===== config.mk =====
export PLATFORM = sky130hd
export DESIGN_NAME = dgp_port
export DESIGN_NICKNAME = d
export VERILOG_FILES = /design/src/rtl/dgp_pkg.sv /design/src/rtl/dgp_port.sv
export VERILOG_INCLUDE_DIRS = /design/src /design/src/rtl
export SDC_FILE = /design/constraint.sdc
export NUM_CORES = 1
export LEC_CHECK = 0
export BUFFER_PORTS_ARGS = -buffer_cell sky130_fd_sc_hd__buf_2
export CAP_MARGIN = 20
export CORE_MARGIN = 2
export CORE_UTILIZATION = 47
export DETAILED_ROUTE_END_ITERATION = 8
export PLACE_DENSITY = 0.77
export SLEW_MARGIN = 5
export SYNTH_ARGS = -nofsm -noshare
export SYNTH_HDL_FRONTEND = slang
export SYNTH_SLANG_ARGS = --single-unit

===== constraint.sdc =====
create_clock -name clk -period 1.7 [get_ports clk]
set_input_delay 0.17 -clock clk [delete_from_list [all_inputs] [get_ports clk]]
set_output_delay 0.17 -clock clk [all_outputs]
set_load 0.005 [all_outputs]

===== src/rtl/dgp_defines.svh =====
// Register offsets, reset values and field layout of the dual GPIO port.
// Assumes a 32-bit APB slave with byte addresses, one word per register.
`ifndef DGP_DEFINES_SVH
`define DGP_DEFINES_SVH

// ****************************************
// Register byte offsets
// ****************************************
`define DGP_OFF_H_DIR 12'h000
`define DGP_OFF_H_DATA 12'h004
`define DGP_OFF_H_PINS 12'h008
`define DGP_OFF_J_DIR 12'h00c
`define DGP_OFF_J_DATA 12'h010
`define DGP_OFF_J_PINS 12'h014
`define DGP_OFF_H_PWM_EN 12'h018
`define DGP_OFF_J_PWM_EN 12'h01c
`define DGP_OFF_H_PWM_VAL 12'h020
`define DGP_OFF_J_PWM_VAL 12'h024

// ****************************************
// Widths and reset values
// ****************************************
`define DGP_PORT_W 8
`define DGP_ADDR_W 12
`define DGP_RST_DIR 8'h00
`define DGP_RST_DATA 8'h00
`define DGP_RST_PWM 8'h00
// Value returned for the write-only direction registers
`define DGP_WO_READ 32'h0000_0000

`endif


===== src/rtl/dgp_pkg.sv =====
// Types shared by the dual GPIO port.
// Assumes dgp_defines.svh is on the include path.
`include "dgp_defines.svh"

package dgp_pkg;
    typedef logic [`DGP_PORT_W-1:0] dgp_byte_t;
    typedef enum logic [3:0] {
        DGP_REG_H_DIR = 4'h0,
        DGP_REG_H_DATA = 4'h1,
        DGP_REG_H_PINS = 4'h2,
        DGP_REG_J_DIR = 4'h3,
        DGP_REG_J_DATA = 4'h4,
        DGP_REG_J_PINS = 4'h5,
        DGP_REG_H_PWM_EN = 4'h6,
        DGP_REG_J_PWM_EN = 4'h7,
        DGP_REG_H_PWM_VAL = 4'h8,
        DGP_REG_J_PWM_VAL = 4'h9,
        DGP_REG_NONE = 4'hf
    } dgp_reg_t;
endpackage


===== src/rtl/dgp_port.sv =====
// Two 8-bit GPIO ports with PWM takeover, reached over APB.
// Assumes pins are synchronous to clk; pad logic resolves out/oe_n.
//
// Notes on behaviour
// - Two ports, eight bidirectional pins each, input or output.
// - First port pin carries PWM output when group-one enable is 1.
// - Second port pin carries PWM output when group-two enable is 1.
// - First port direction register is write-only; reads give no bits.
// - Second port direction register is write-only; reads give no bits.
// - First port direction bit 1 makes output, 0 makes input.
// - Second port direction bit 1 makes output, 0 makes input.
// - First port output data register is read/write, drives output pins.
// - Second port output data register is read/write, drives outputs.
// - First port pin read returns data bit where direction is 1.
// - First port pin read returns pin level where direction is 0.
// - Second port pin read returns data bit where direction is 1.
// - Second port pin read returns pin level where direction is 0.
// - First port pin register ignores writes entirely.
// - Second port pin register ignores writes entirely.
//
// The register addresses and register access over APB were chosen for this implementation.
`timescale 1ns/1ps
`default_nettype none
`include "dgp_defines.svh"

module dgp_port
    import dgp_pkg::*;
(
    // Clock and reset
    input wire logic clk,
    input wire logic resetn,
    // APB slave
    input wire logic psel,
    input wire logic penable,
    input wire logic pwrite,
    input wire logic [`DGP_ADDR_W-1:0] paddr,
    input wire logic [31:0] pwdata,
    input wire logic [3:0] pstrb,
    output logic [31:0] prdata,
    output logic pready,
    output logic pslverr,
    // First port pins
    input wire logic [7:0] first_port_pins_in,
    output logic [7:0] first_port_pins_out,
    output logic [7:0] first_port_pins_oe_n,
    // Second port pins
    input wire logic [7:0] second_port_pins_in,
    output logic [7:0] second_port_pins_out,
    output logic [7:0] second_port_pins_oe_n
);

    // ****************************************
    // Address decode
    // ****************************************
    function automatic dgp_reg_t dgp_decode(
        input logic [`DGP_ADDR_W-1:0] addr
    );
        dgp_reg_t r;
        r = DGP_REG_NONE;
        case (addr)
            `DGP_OFF_H_DIR: r = DGP_REG_H_DIR;
            `DGP_OFF_H_DATA: r = DGP_REG_H_DATA;
            `DGP_OFF_H_PINS: r = DGP_REG_H_PINS;
            `DGP_OFF_J_DIR: r = DGP_REG_J_DIR;
            `DGP_OFF_J_DATA: r = DGP_REG_J_DATA;
            `DGP_OFF_J_PINS: r = DGP_REG_J_PINS;
            `DGP_OFF_H_PWM_EN: r = DGP_REG_H_PWM_EN;
            `DGP_OFF_J_PWM_EN: r = DGP_REG_J_PWM_EN;
            `DGP_OFF_H_PWM_VAL: r = DGP_REG_H_PWM_VAL;
            `DGP_OFF_J_PWM_VAL: r = DGP_REG_J_PWM_VAL;
            default: r = DGP_REG_NONE;
        endcase
        return r;
    endfunction

    // Pin-state read value, chosen bit by bit
    function automatic dgp_byte_t dgp_pin_view(
        input dgp_byte_t dir,
        input dgp_byte_t data,
        input dgp_byte_t level
    );
        return (dir & data) | (~dir & level);
    endfunction

    dgp_reg_t sel_reg;
    logic setup;
    logic wr_en;
    logic wr_low;
    dgp_byte_t wbyte;

    assign sel_reg = dgp_decode(paddr);
    // One wait-free access: answer comes in the setup cycle's next edge
    assign setup = psel && !penable;
    assign wr_en = psel && penable && pready && pwrite && !pslverr;
    assign wr_low = wr_en && pstrb[0];
    assign wbyte = pwdata[7:0];

    // ****************************************
    // Port state
    // ****************************************
    dgp_byte_t h_dir;
    dgp_byte_t h_data;
    dgp_byte_t j_dir;
    dgp_byte_t j_data;
    dgp_byte_t h_pwm_en;
    dgp_byte_t j_pwm_en;
    dgp_byte_t h_pwm_val;
    dgp_byte_t j_pwm_val;

    always_ff @(posedge clk or negedge resetn) begin
        if (!resetn) begin
            h_dir <= `DGP_RST_DIR;
        end else if (wr_low && sel_reg == DGP_REG_H_DIR) begin
            h_dir <= wbyte;
        end
    end

    always_ff @(posedge clk or negedge resetn) begin
        if (!resetn) begin
            j_dir <= `DGP_RST_DIR;
        end else if (wr_low && sel_reg == DGP_REG_J_DIR) begin
            j_dir <= wbyte;
        end
    end

    always_ff @(posedge clk or negedge resetn) begin
        if (!resetn) begin
            h_data <= `DGP_RST_DATA;
        end else if (wr_low && sel_reg == DGP_REG_H_DATA) begin
            h_data <= wbyte;
        end
    end

    always_ff @(posedge clk or negedge resetn) begin
        if (!resetn) begin
            j_data <= `DGP_RST_DATA;
        end else if (wr_low && sel_reg == DGP_REG_J_DATA) begin
            j_data <= wbyte;
        end
    end

    // PWM enables and levels stand in for the timer, kept in software reach
    always_ff @(posedge clk or negedge resetn) begin
        if (!resetn) begin
            h_pwm_en <= `DGP_RST_PWM;
            j_pwm_en <= `DGP_RST_PWM;
            h_pwm_val <= `DGP_RST_PWM;
            j_pwm_val <= `DGP_RST_PWM;
        end else if (wr_low) begin
            case (sel_reg)
                DGP_REG_H_PWM_EN: h_pwm_en <= wbyte;
                DGP_REG_J_PWM_EN: j_pwm_en <= wbyte;
                DGP_REG_H_PWM_VAL: h_pwm_val <= wbyte;
                DGP_REG_J_PWM_VAL: j_pwm_val <= wbyte;
                default: begin
                end
            endcase
        end
    end

    // ****************************************
    // Pin drivers
    // ****************************************
    dgp_byte_t next_h_out;
    dgp_byte_t next_h_oe_n;
    dgp_byte_t next_j_out;
    dgp_byte_t next_j_oe_n;

    genvar gi;
    generate
        for (gi = 0; gi < `DGP_PORT_W; gi++) begin : g_pin
            assign next_h_out[gi] = h_pwm_en[gi] ? h_pwm_val[gi]
                                                 : h_data[gi];
            assign next_h_oe_n[gi] = !(h_pwm_en[gi] || h_dir[gi]);
            assign next_j_out[gi] = j_pwm_en[gi] ? j_pwm_val[gi]
                                                 : j_data[gi];
            assign next_j_oe_n[gi] = !(j_pwm_en[gi] || j_dir[gi]);
        end
    endgenerate

    // Registered pads: one cycle after the write, outputs change
    always_ff @(posedge clk or negedge resetn) begin
        if (!resetn) begin
            first_port_pins_out <= 8'h00;
            first_port_pins_oe_n <= 8'hff;
            second_port_pins_out <= 8'h00;
            second_port_pins_oe_n <= 8'hff;
        end else begin
            first_port_pins_out <= next_h_out;
            first_port_pins_oe_n <= next_h_oe_n;
            second_port_pins_out <= next_j_out;
            second_port_pins_oe_n <= next_j_oe_n;
        end
    end

    // ****************************************
    // APB answer
    // ****************************************
    logic [31:0] next_prdata;

    always_comb begin
        next_prdata = 32'h0000_0000;
        case (sel_reg)
            DGP_REG_H_DIR: next_prdata = `DGP_WO_READ;
            DGP_REG_J_DIR: next_prdata = `DGP_WO_READ;
            DGP_REG_H_DATA: next_prdata = {24'h000000, h_data};
            DGP_REG_J_DATA: next_prdata = {24'h000000, j_data};
            DGP_REG_H_PINS: next_prdata = {24'h000000,
                dgp_pin_view(h_dir, h_data, first_port_pins_in)};
            DGP_REG_J_PINS: next_prdata = {24'h000000,
                dgp_pin_view(j_dir, j_data, second_port_pins_in)};
            DGP_REG_H_PWM_EN: next_prdata = {24'h000000, h_pwm_en};
            DGP_REG_J_PWM_EN: next_prdata = {24'h000000, j_pwm_en};
            DGP_REG_H_PWM_VAL: next_prdata = {24'h000000, h_pwm_val};
            DGP_REG_J_PWM_VAL: next_prdata = {24'h000000, j_pwm_val};
            default: next_prdata = 32'h0000_0000;
        endcase
    end

    // Ready and error rise at the edge ending setup, last one access cycle
    always_ff @(posedge clk or negedge resetn) begin
        if (!resetn) begin
            pready <= 1'b0;
            pslverr <= 1'b0;
            prdata <= 32'h0000_0000;
        end else begin
            pready <= setup;
            pslverr <= setup && sel_reg == DGP_REG_NONE;
            if (setup && !pwrite) begin
                prdata <= next_prdata;
            end
        end
    end

endmodule
`default_nettype wire


### Word-level counts from Yosys, hierarchy flattened

Index checks and enable logic that the tools add are counted.

| cells by class | value |
|---|---|
| add/subtract/negate cells | 0 |
| multipliers | 0 |
| div/mod/pow operators | 0 |
| $lt $le $gt $ge | 0 |
| equality and inequality tests | 19 |
| shift-type cells | 0 |
| muxes and demuxes | 18 |
| bitwise operators | 8 |
| reduce and logical (&&, ||, !) cells | 53 |

Operators with widths:

| operator | number |
|---|---|
| $pmux 8 s8 | 1 |
| $eq 12x5->1 const B | 4 |
| $pmux 4 s10 | 1 |
| $and 8x8->8 | 4 |
| $eq 12x4->1 const B | 2 |
| $eq 12x6->1 const B | 2 |
| $logic_not 1->1 | 19 |
| $eq 4x3->1 const B | 4 |
| $logic_or 1x1->1 | 16 |
| $mux 1 | 16 |
| $not 8->8 | 2 |
| $or 8x8->8 | 2 |
| $eq 12x3->1 const B | 1 |
| $eq 4x4->1 const B | 3 |
| $logic_and 1x1->1 | 12 |
| $logic_not 12->1 | 1 |
| $eq 4x2->1 const B | 2 |
| $reduce_and 2->1 | 4 |
| $eq 4x1->1 const B | 1 |
| $logic_not 4->1 | 1 |

| word-level totals | value |
|---|---|
| flip-flop bits (word level) | 130 |
| bits in latches | 0 |
| bits in writable memories | 0 |
| bits in read-only memories | 0 |
| input bits | 69 |
| output and inout bits | 66 |
| logic and storage cells | 113 |
| memories kept | 0 |

### Logic depth before layout (Yosys ltp)

Gate-level depths: netlist of the first run.

| logic depth | value |
|---|---|
| depth after elaboration | 6 |
| depth in mapped cells | 7 |
| gate-level depth less buffers | 5 |

### Worst setup path before layout of the first run

No wires, ideal clock.

| path | value |
|---|---|
| kind | flip-flop to flip-flop |
| from | register pready |
| to | register j_dir[0] |
| setup time | 0.125 ns |
| arrival time | 1.519 ns |
| required time | 1.575 ns |
| setup slack | 0.056 ns |
| cell stages (with the launch flop) | 7 |
| buffers on the path | 1 |
| period minus slack after synthesis | 1.644 ns |
| cells stage by stage | dfrtp_1 -> and4_1 -> nand4_2 -> nor3_4 -> o211a_1 -> buf_6 -> mux2_4 |

| between the ends | value |
|---|---|
| word-level cells in the longest chain between the ends | 5 |

Ends and longest elaborated chain:

| item | line | source |
|---|---|---|
| start: declaration | dgp_port.sv:40 | `output logic pready,` |
| start signal: assignment | dgp_port.sv:227 | `pready <= setup;` |
| $logic_and 1x1->1 (3 in a row) | dgp_port.sv:94 | `assign wr_en = psel && penable && pready && pwrite && !pslverr;` |
| $logic_and 1x1->1 | dgp_port.sv:95 | `assign wr_low = wr_en && pstrb[0];` |
| $logic_and 1x1->1 | dgp_port.sv:121 | `end else if (wr_low && sel_reg == DGP_REG_J_DIR) begin` |
| end signal: assignment | dgp_port.sv:120 | `` j_dir <= `DGP_RST_DIR; `` |
| end signal: assignment | dgp_port.sv:122 | `j_dir <= wbyte;` |
| end: declaration | dgp_port.sv:103 | `dgp_byte_t j_dir;` |

No other way between the ends.
A chain may end at the register's enable or synchronous reset.

### Worst setup path after layout of the first run

| path | value |
|---|---|
| from | register pready |
| to | register j_dir[1] |

The elaborated chain is that of the path after synthesis.

==> results of run 1 <==
## synthesized netlist by cell type, types with 2 or more instances
cell / instances / area (um2)
dfrtp_1: 90 / 2250
mux2_2: 76 / 856
nand2_1: 28 / 105
buf_4: 26 / 195
nor2_1: 26 / 97.6
dfstp_2: 16 / 420
o21ai_0: 14 / 70.1
mux2i_1: 13 / 130
nand2b_1: 12 / 75.1
a21oi_1: 9 / 45.0
mux2_4: 8 / 120
nor2b_1: 8 / 50.1
o221ai_1: 7 / 61.3
a221oi_1: 6 / 52.6
clkbuf_1: 6 / 22.5
a22oi_1: 5 / 37.5
nand2_2: 5 / 31.3
nand3_1: 4 / 20.0
buf_2: 3 / 15.0
a31oi_1: 2 / 12.5
inv_1: 2 / 7.51
nor3_1: 2 / 10.0
nor4_4: 2 / 42.5
## cells by family after synthesis
logic type	after synthesis	synth area share (%)
AND/OR/NAND/NOR	97	10.9
other	1	0.0765
multiplexers	97	22.6
AO/OA/AOI/OAI	49	6.72
buffers and inverters	39	5.21
flip-flops	106	54.5
## worst max-delay path by stage
stage | end | slack [ps]
2_1_floorplan | j_dir[0] | 60
3_5_place_dp | h_pwm_en[6] | -150
4_1_cts | j_dir[2] | -2
6_report | j_dir[1] | -20
3_3_place_gp | h_pwm_en[2] | -180
5_1_grt | j_dir[1] | -70
## critical path: stages, from the launching register on
cell	delay, ps
dfrtp_1	350
and4_4	250
nand4_4	140
nor3_4	180
o211a_1	230
buf_6	160
mux2_4	300
## metal layers
metal / up-vias / track usage [%] / share of wire (%)
met5: - / 0 / 0
met4: 0 / 9.21 / 1.9
met3: 18 / 4.90 / 6.1
met2: 131 / 36.6 / 51
met1: 1716 / 26.2 / 41
li1: 1563 / - / -
## power groups by stage
stage	registers [uW]	logic, uW	clock network [uW]
finish	2530	306	1980
global route	2530	337	2130
CTS	2530	305	2020
detailed placement	2570	296	0
global placement	2570	291	0
floorplan	2580	145	0
## what timing repair did
action                                  CTS  global route
setup buffers                             0             0
hold buffers                              2             0
endpoints found under the setup margin   29            48
hold endpoints to repair                 96             0
gates resized for setup                   4             5
## flip-flops by register name (all words and copies together), names as in the netlist
| register | cells |
|---|---|
| prdata | 8 |
| first_port_pins_oe_n | 8 |
| second_port_pins_out | 8 |
| h_data | 8 |
| j_data | 8 |
| pslverr | 1 |
| h_pwm_val | 8 |
| pready | 1 |
| h_dir | 8 |
| j_pwm_en | 8 |
| first_port_pins_out | 8 |
| j_pwm_val | 8 |
| h_pwm_en | 8 |
| second_port_pins_oe_n | 8 |
| j_dir | 8 |
## through the flow
stage | total power, uW | area, um2
CTS | 4850 | 5920
global route | 5000 | 5940
floorplan | 2720 | 4990
detailed placement | 2870 | 5620
finish | 4820 | 5940
global placement | 2860 | 5620
## final cells by class
class                      instances  area (um2)
multi-input combinational        267        2090
sequential                       106        2670
inverter                           2        7.51
clock buffer                       9         124
fill                             867        4290
timing repair buffer             121         744
clock inverter                     7         139
tap                              136         170
==> results.md, run 1 <==
- The run finished, with violations left.
- The checks that failed: negative setup slack.
- The setup path with the least slack is of type register to register.
- The CTS tree is built.
- The first TritonRoute pass finished after 4 iterations.
- The destination of the worst hold path is pready.
- For this design the total switching power over the nets is 1050 uW.
- The total core area is 0.0102 mm2.
- The internal portion of the total power is 3760 uW.
- The post-placement cell count is 630.
- The switching part of the total is 21.9%.
- Setup violations remaining at the end of the flow were counted as 1.
- Before CTS, the worst setup slack after placement is -154 ps.
- The library cells used most frequently in the layout, excluding fill and tap cells, are dfrtp_1, buf_2, mux2_2, buf_4, nand2_1.
- The count of pins over their slew limit came to 0.
- The number of clock sinks is 106.
- The relative contribution of combinational cells to total power is 6.4%.
- STA puts the critical path data arrival time at 1970 ps.
- The number of DRC violations after detailed routing is 0.
- The height of the die is 106 um.
- The clock insertion delay at the later pin of the skew report is 380 ps.
- The startpoint type of the worst setup path is a register.
- The utilization after layout is 58.1%.
- The count of boundary I/O pins is 135.
- The actual transition at the worst max-transition pin is 814 ps.
- Along the worst hold path, the cell count comes to 2.
- The portion of the clock cycle consumed by the worst path in the final layout is 101%.
- The first routing iteration left 186 violations.
- The sum of net half-perimeters after detailed placement is 8.21 mm.
- The most common cell after layout, fill and taps aside is dfrtp_1.
- In this run the tightest slew margin relative to its limit is 45.0%.
- Measured in cells, the most critical reg-to-reg path has a length of 6.
- The achievable clock frequency is 583 MHz.
- The critical path launch point is pready.
- The total CTS buffers is 9.
- The total power divided by cell area is 810 mW/mm2.
- The share of total power dissipated in sequential elements is 52.4%.
- The via count of the first global-routing pass is 3538.
- Synthesis inferred 106 register bits.
- The area enclosed by the die boundary is 0.0113 mm2.
- In this run the horizontal extent of the chip is 106 um.
- The proportion of synthesized flip-flops having asynchronous set or reset is 100%.
- In the synthesized netlist the dominant register cell turns out to be dfrtp_1.
- Entering global routing, the biggest net connects 50 pins.
- Compared with the post-synthesis result, the final layout area differs by 21.3%.
- Counting every instance in the synthesized netlist gives 389.
- The number of input and output port buffers inserted is 83.
- The fraction of layout cells with a size suffix above 1 is 49.2%.
- The total wire length is 11.6 mm.
- The number of failing hold endpoints at the final stage is 0.
- The number of synthesized flops with an enable pin is 0.
- Between clock sinks in the finished design, the worst skew comes to 11.1 ps.
- After routing, the total negative slack on setup checks comes to -15.1 ps.
- The wire length of the first global-routing pass is 18.3 mm.
- After synthesis, the netlist uses 42 different library cells.
- The synthesized area per cell is 12.6 um2.
- The number of vias after detailed routing is 3428.
- The type of the most critical hold path is primary input to register.
- The master cell of the clock root buffer is clkbuf_8.
- In the global route stage, overall resource usage came out at 21.5%.
- The number of antenna violations at the first check in global routing is 0.
- The beginning of the worst register-to-register path is pready.
- Setup repair after global routing could not meet its margin everywhere.
- The initialized floorplan defines 37 standard-cell rows.
- The endpoint of the worst-slack reg-to-reg timing path is j_dir[1].
- The placer's final routability congestion estimate is 0.933.
- Clock-pin slew was measured on the worst setup and hold paths at 90 ps.
- The number of maximum-capacitance violations is 0.
- The net total in the final layout is 576.
- The detail route stage leaves a number of antenna-violating nets equal to 0.
- In this run the most critical hold path is launched from psel.
- The combined area of all synthesized cells is 0.00490 mm2.
- Leaving out filler cells and counting taps, the final layout contains 648.
- The clock network is responsible for 41.2% of the overall power.
- The setup check on the worst reg-to-reg path leaves a slack of -20 ps.
- The worst-case hold slack is 84.1 ps.
- The effective utilization at floorplan is 47.9%.
- The peak fanout along the critical path is 4.
- The largest voltage drop on the vdd net is 0.387 mV.
- The leakage power is 0.00301 uW.
- The detailed-route vias per instance is 5.29.
- The endpoint class of the critical path is a register.
- The total overflow left after global routing is 0.
- The count of inserted antenna diode cells is 0.
- The average detailed-routed wire length per instance is 17.8 um.
- Data on the critical path is required at its endpoint by 1960 ps.
- The CTS H-tree depth is 3.
- The maximum buffer depth of the clock tree is 2.
- The total of warnings raised by yosys is 0.
- After layout, the worst setup slack is -15.1 ps.
- The fraction of the yosys area taken by sequential cells is 54.5%.
- The worst path in the final design needs a cycle of 1720 ps, including I/O delays and setup.
Note: power is estimated with default switching activity, not from simulation.
==> inputs of run 2 (changes only) <==
CORE_UTILIZATION = 52   (was 47)
PLACE_DENSITY = 0.8   (was 0.77)
clock period = 1.86 ns   (was 1.7 ns; I/O delays follow)
==> results.md, run 2 (synthesis gave the netlist of run 1 again) <==
- Setup repair after global routing left no endpoint under its margin.
- The total CTS buffers came to 9 (unchanged).
- The count of antenna-violating nets left after detailed routing is 0 (unchanged).
- The number of antenna violations at the first check in global routing is 0 (unchanged).
- The CTS H-tree depth is 3 (unchanged).
- The most critical setup path has its startpoint at pready.
- The headroom to the max-slew limit was 62.6% (+18 points).
- The net total in the final layout was 565 (-1.9%).
- The relative contribution of combinational cells to total power is 6.5% (about the same).
- The largest voltage drop on the vdd net is 0.349 mV (-9.9%).
- The total core area is 0.00920 mm2 (-10%).
- The final global-route overflow total came to 0 (unchanged).
- The worst-case clock skew is 4.69 ps (-6.37 ps).
- The type of the most critical hold path is primary input to register.
- The number of DRC markers in iteration 0 is 232 (+25%).
- The fraction of power consumed by sequential logic is 57.3% (+4.9 points).
- The number of fill cells in the layout was 742 (-14%).
- The clock insertion delay at the later pin of the skew report is 370 ps (about the same).
- The placer's final routability congestion estimate is 0.942 (+1.0%).
- The effective utilization at floorplan is 53.3% (+5.4 points).
- The switching part of the total is 23.1% (+1.3 points).
- The achievable clock frequency is 569 MHz (-2.5%).
- The height of the die is 101 um (-4.7%).
- The count of pins over their slew limit is 0 (unchanged).
- The internal power consumption is 3100 uW (-18%).
- The master cell of the clock root buffer is clkbuf_8.
- The leakage power was 0.00290 uW (-3.8%).
- The length of the first detailed-routing pass in iterations was 5 (+1).
- The actual transition at the worst max-transition pin was 562 ps (-252 ps).
- The die width came to 101 um (-4.7%).
- The flow ran to the end, and the final reports show no timing, DRC or antenna violations.
- The largest net degree at the start of global routing is 107 (+110%).
- The number of clock sinks is 106 (unchanged).
- The hold path startpoint is penable.
- The peak fanout along the critical path is 8 (+4).
- The endpoint class of the critical path is a register.
- The number of cells on the worst hold path came to 2 (unchanged).
- The fraction of layout cells with a size suffix above 1 is 47.7% (-1.5 points).
- The worst path required time was 2120 ps (+160 ps).
- The count of boundary I/O pins is 135 (unchanged).
- The length in cells of the worst reg-to-reg path is 6 (unchanged).
- The total power divided by cell area came to 703 mW/mm2 (-13%).
- In this run the critical register-to-register path is launched from pready.
- The post-layout minimum cycle time came to 1760 ps (+43.4 ps).
- The post-synthesis to final-layout area growth is 16.9%.
- The number of maximum-capacitance violations is 0 (unchanged).
- The net switching power was 932 uW (-12%).
- The portion of the clock cycle consumed by the worst path in the final layout is 94.5% (-6.3 points).
- The sum of negative setup slack was 0 ps (+15.1 ps).
- The setup path with the least slack is of type register to register.
- The maximum buffer depth of the clock tree is 2 (unchanged).
- The via count of the first global-routing pass was 3516 (-0.62%).
- The number of vias after detailed routing is 3503 (+2.2%).
- The wire length of the first global-routing pass is 18.1 mm (-0.64%).
- The average detailed-routed wire length per instance is 19.1 um (+6.9%).
- The reg2reg setup slack is 100 ps (+120 ps).
- The CTS tree is built.
- The utilization after layout came to 62.3% (+4.2 points).
- The area enclosed by the die boundary is 0.0102 mm2 (-9.3%).
- The worst endpoint data arrival time is 2020 ps (+50 ps).
- The number of rows in the core area is 35 (-5.4%).
- The all-layer global routing usage is 23.9% (+2.4 points).
- The final setup violation count is 0 (-1).
- The total wire length is 11.7 mm (+1.0%).
- The clock-pin slew reported for the worst setup and hold paths after clock tree synthesis is 90 ps (about the same).
- The number of input and output port buffers inserted is 83 (unchanged).
- The clock share of power is 36.1% (-5.1 points).
- The count of inserted antenna diode cells is 0 (unchanged).
- The startpoint type of the worst setup path is a register.
- The number of DRC violations after detailed routing is 0 (unchanged).
- The sum of net half-perimeters after detailed placement was 8.09 mm (-1.5%).
- The library cells used most frequently in the layout, excluding fill and tap cells, are dfrtp_1, buf_2, mux2_2, nand2_1, nor2_1.
- The most common cell after layout, fill and taps aside is dfrtp_1.
- The detailed-route vias per instance is 5.72 (+8.2%).
- The number of failing hold endpoints at the final stage came to 0 (unchanged).
-- run 2: cell count changes in the layout (fill, tap and decap cells not counted), moves of 2 or more --
cell / previous run / this run
clkbuf_8: 9 / 11
nand2_4: 2 / 0
buf_6: 3 / 0
bufinv_16: 4 / 1
buf_4: 32 / 25
nand2_2: 3 / 5
-- run 2: repair_timing --
item | in CTS | in global routing
resized for setup | 0 | 0
setup buffers | 0 | 0
endpoints found under the setup margin | 0 | 0
hold buffers | 1 | 0
hold endpoints to repair | 90 | 0
-- run 2: routing by layer --
layer | GRT usage (%) | up-vias | wire length (um) | part of all wire (%)
met4 | 12.5 | 0 | 449 | 3.8
met1 | 31.3 | 1740 | 4740 | 41
li1 | - | 1553 | - | -
met3 | 4.16 | 36 | 750 | 6.4
met2 | 38.2 | 174 | 5730 | 49
met5 | 0 | - | 0 | 0
-- run 2: final cells by class --
type | instances | area (um2) | area share [%]
flip-flops and latches | 106 | 2670 | 46.6
multi-input cells | 267 | 2060 | 35.9
repair buffers | 110 | 648 | 11.3
clock buffers | 12 | 155 | 2.71
well taps | 111 | 139 | 2.42
clock inverters | 4 | 48.8 | 0.852
inverters | 2 | 7.51 | 0.131
-- run 2: metrics by stage --
stage | hold WS [ps] | worst slack [ps] | std cells | total power [uW] | cell area [um2]
CTS | 3.41 | 126 | 612 | 4050 | 5730
global placement | 296 | 57.6 | 595 | 2610 | 5520
floorplan | -110 | 216 | 412 | 2490 | 4990
detailed placement | 299 | 33.6 | 595 | 2610 | 5520
finish | 5.20 | 101 | 612 | 4030 | 5730
global route | 18.7 | 36.2 | 612 | 4170 | 5730
-- run 2: worst max-delay path, cell delays in order (launching register included) --
cell	delay [ps]
dfrtp_1	350
and4_1	230
nand4_2	180
nor3_4	170
buf_4	140
nand2_2	220
mux2_2	350
-- run 2: power groups by stage --
| stage | logic, uW | clock network, uW | registers (uW) |
|---|---|---|---|
| 2_1_floorplan | 133 | 0 | 2350 |
| 6_report | 263 | 1460 | 2310 |
| 4_1_cts | 263 | 1480 | 2310 |
| 3_3_place_gp | 254 | 0 | 2350 |
| 3_5_place_dp | 260 | 0 | 2350 |
| 5_1_grt | 292 | 1570 | 2310 |
-- run 2: path summary, 6_finish.rpt --
path                                                 end
worst min register to register  second_port_pins_oe_n[0]
worst max register to register                  h_dir[7]
worst max-delay path                            h_dir[7]
worst min-delay path                              pready
max in group asynchronous        first_port_pins_oe_n[7]
min in group asynchronous         first_port_pins_out[0]
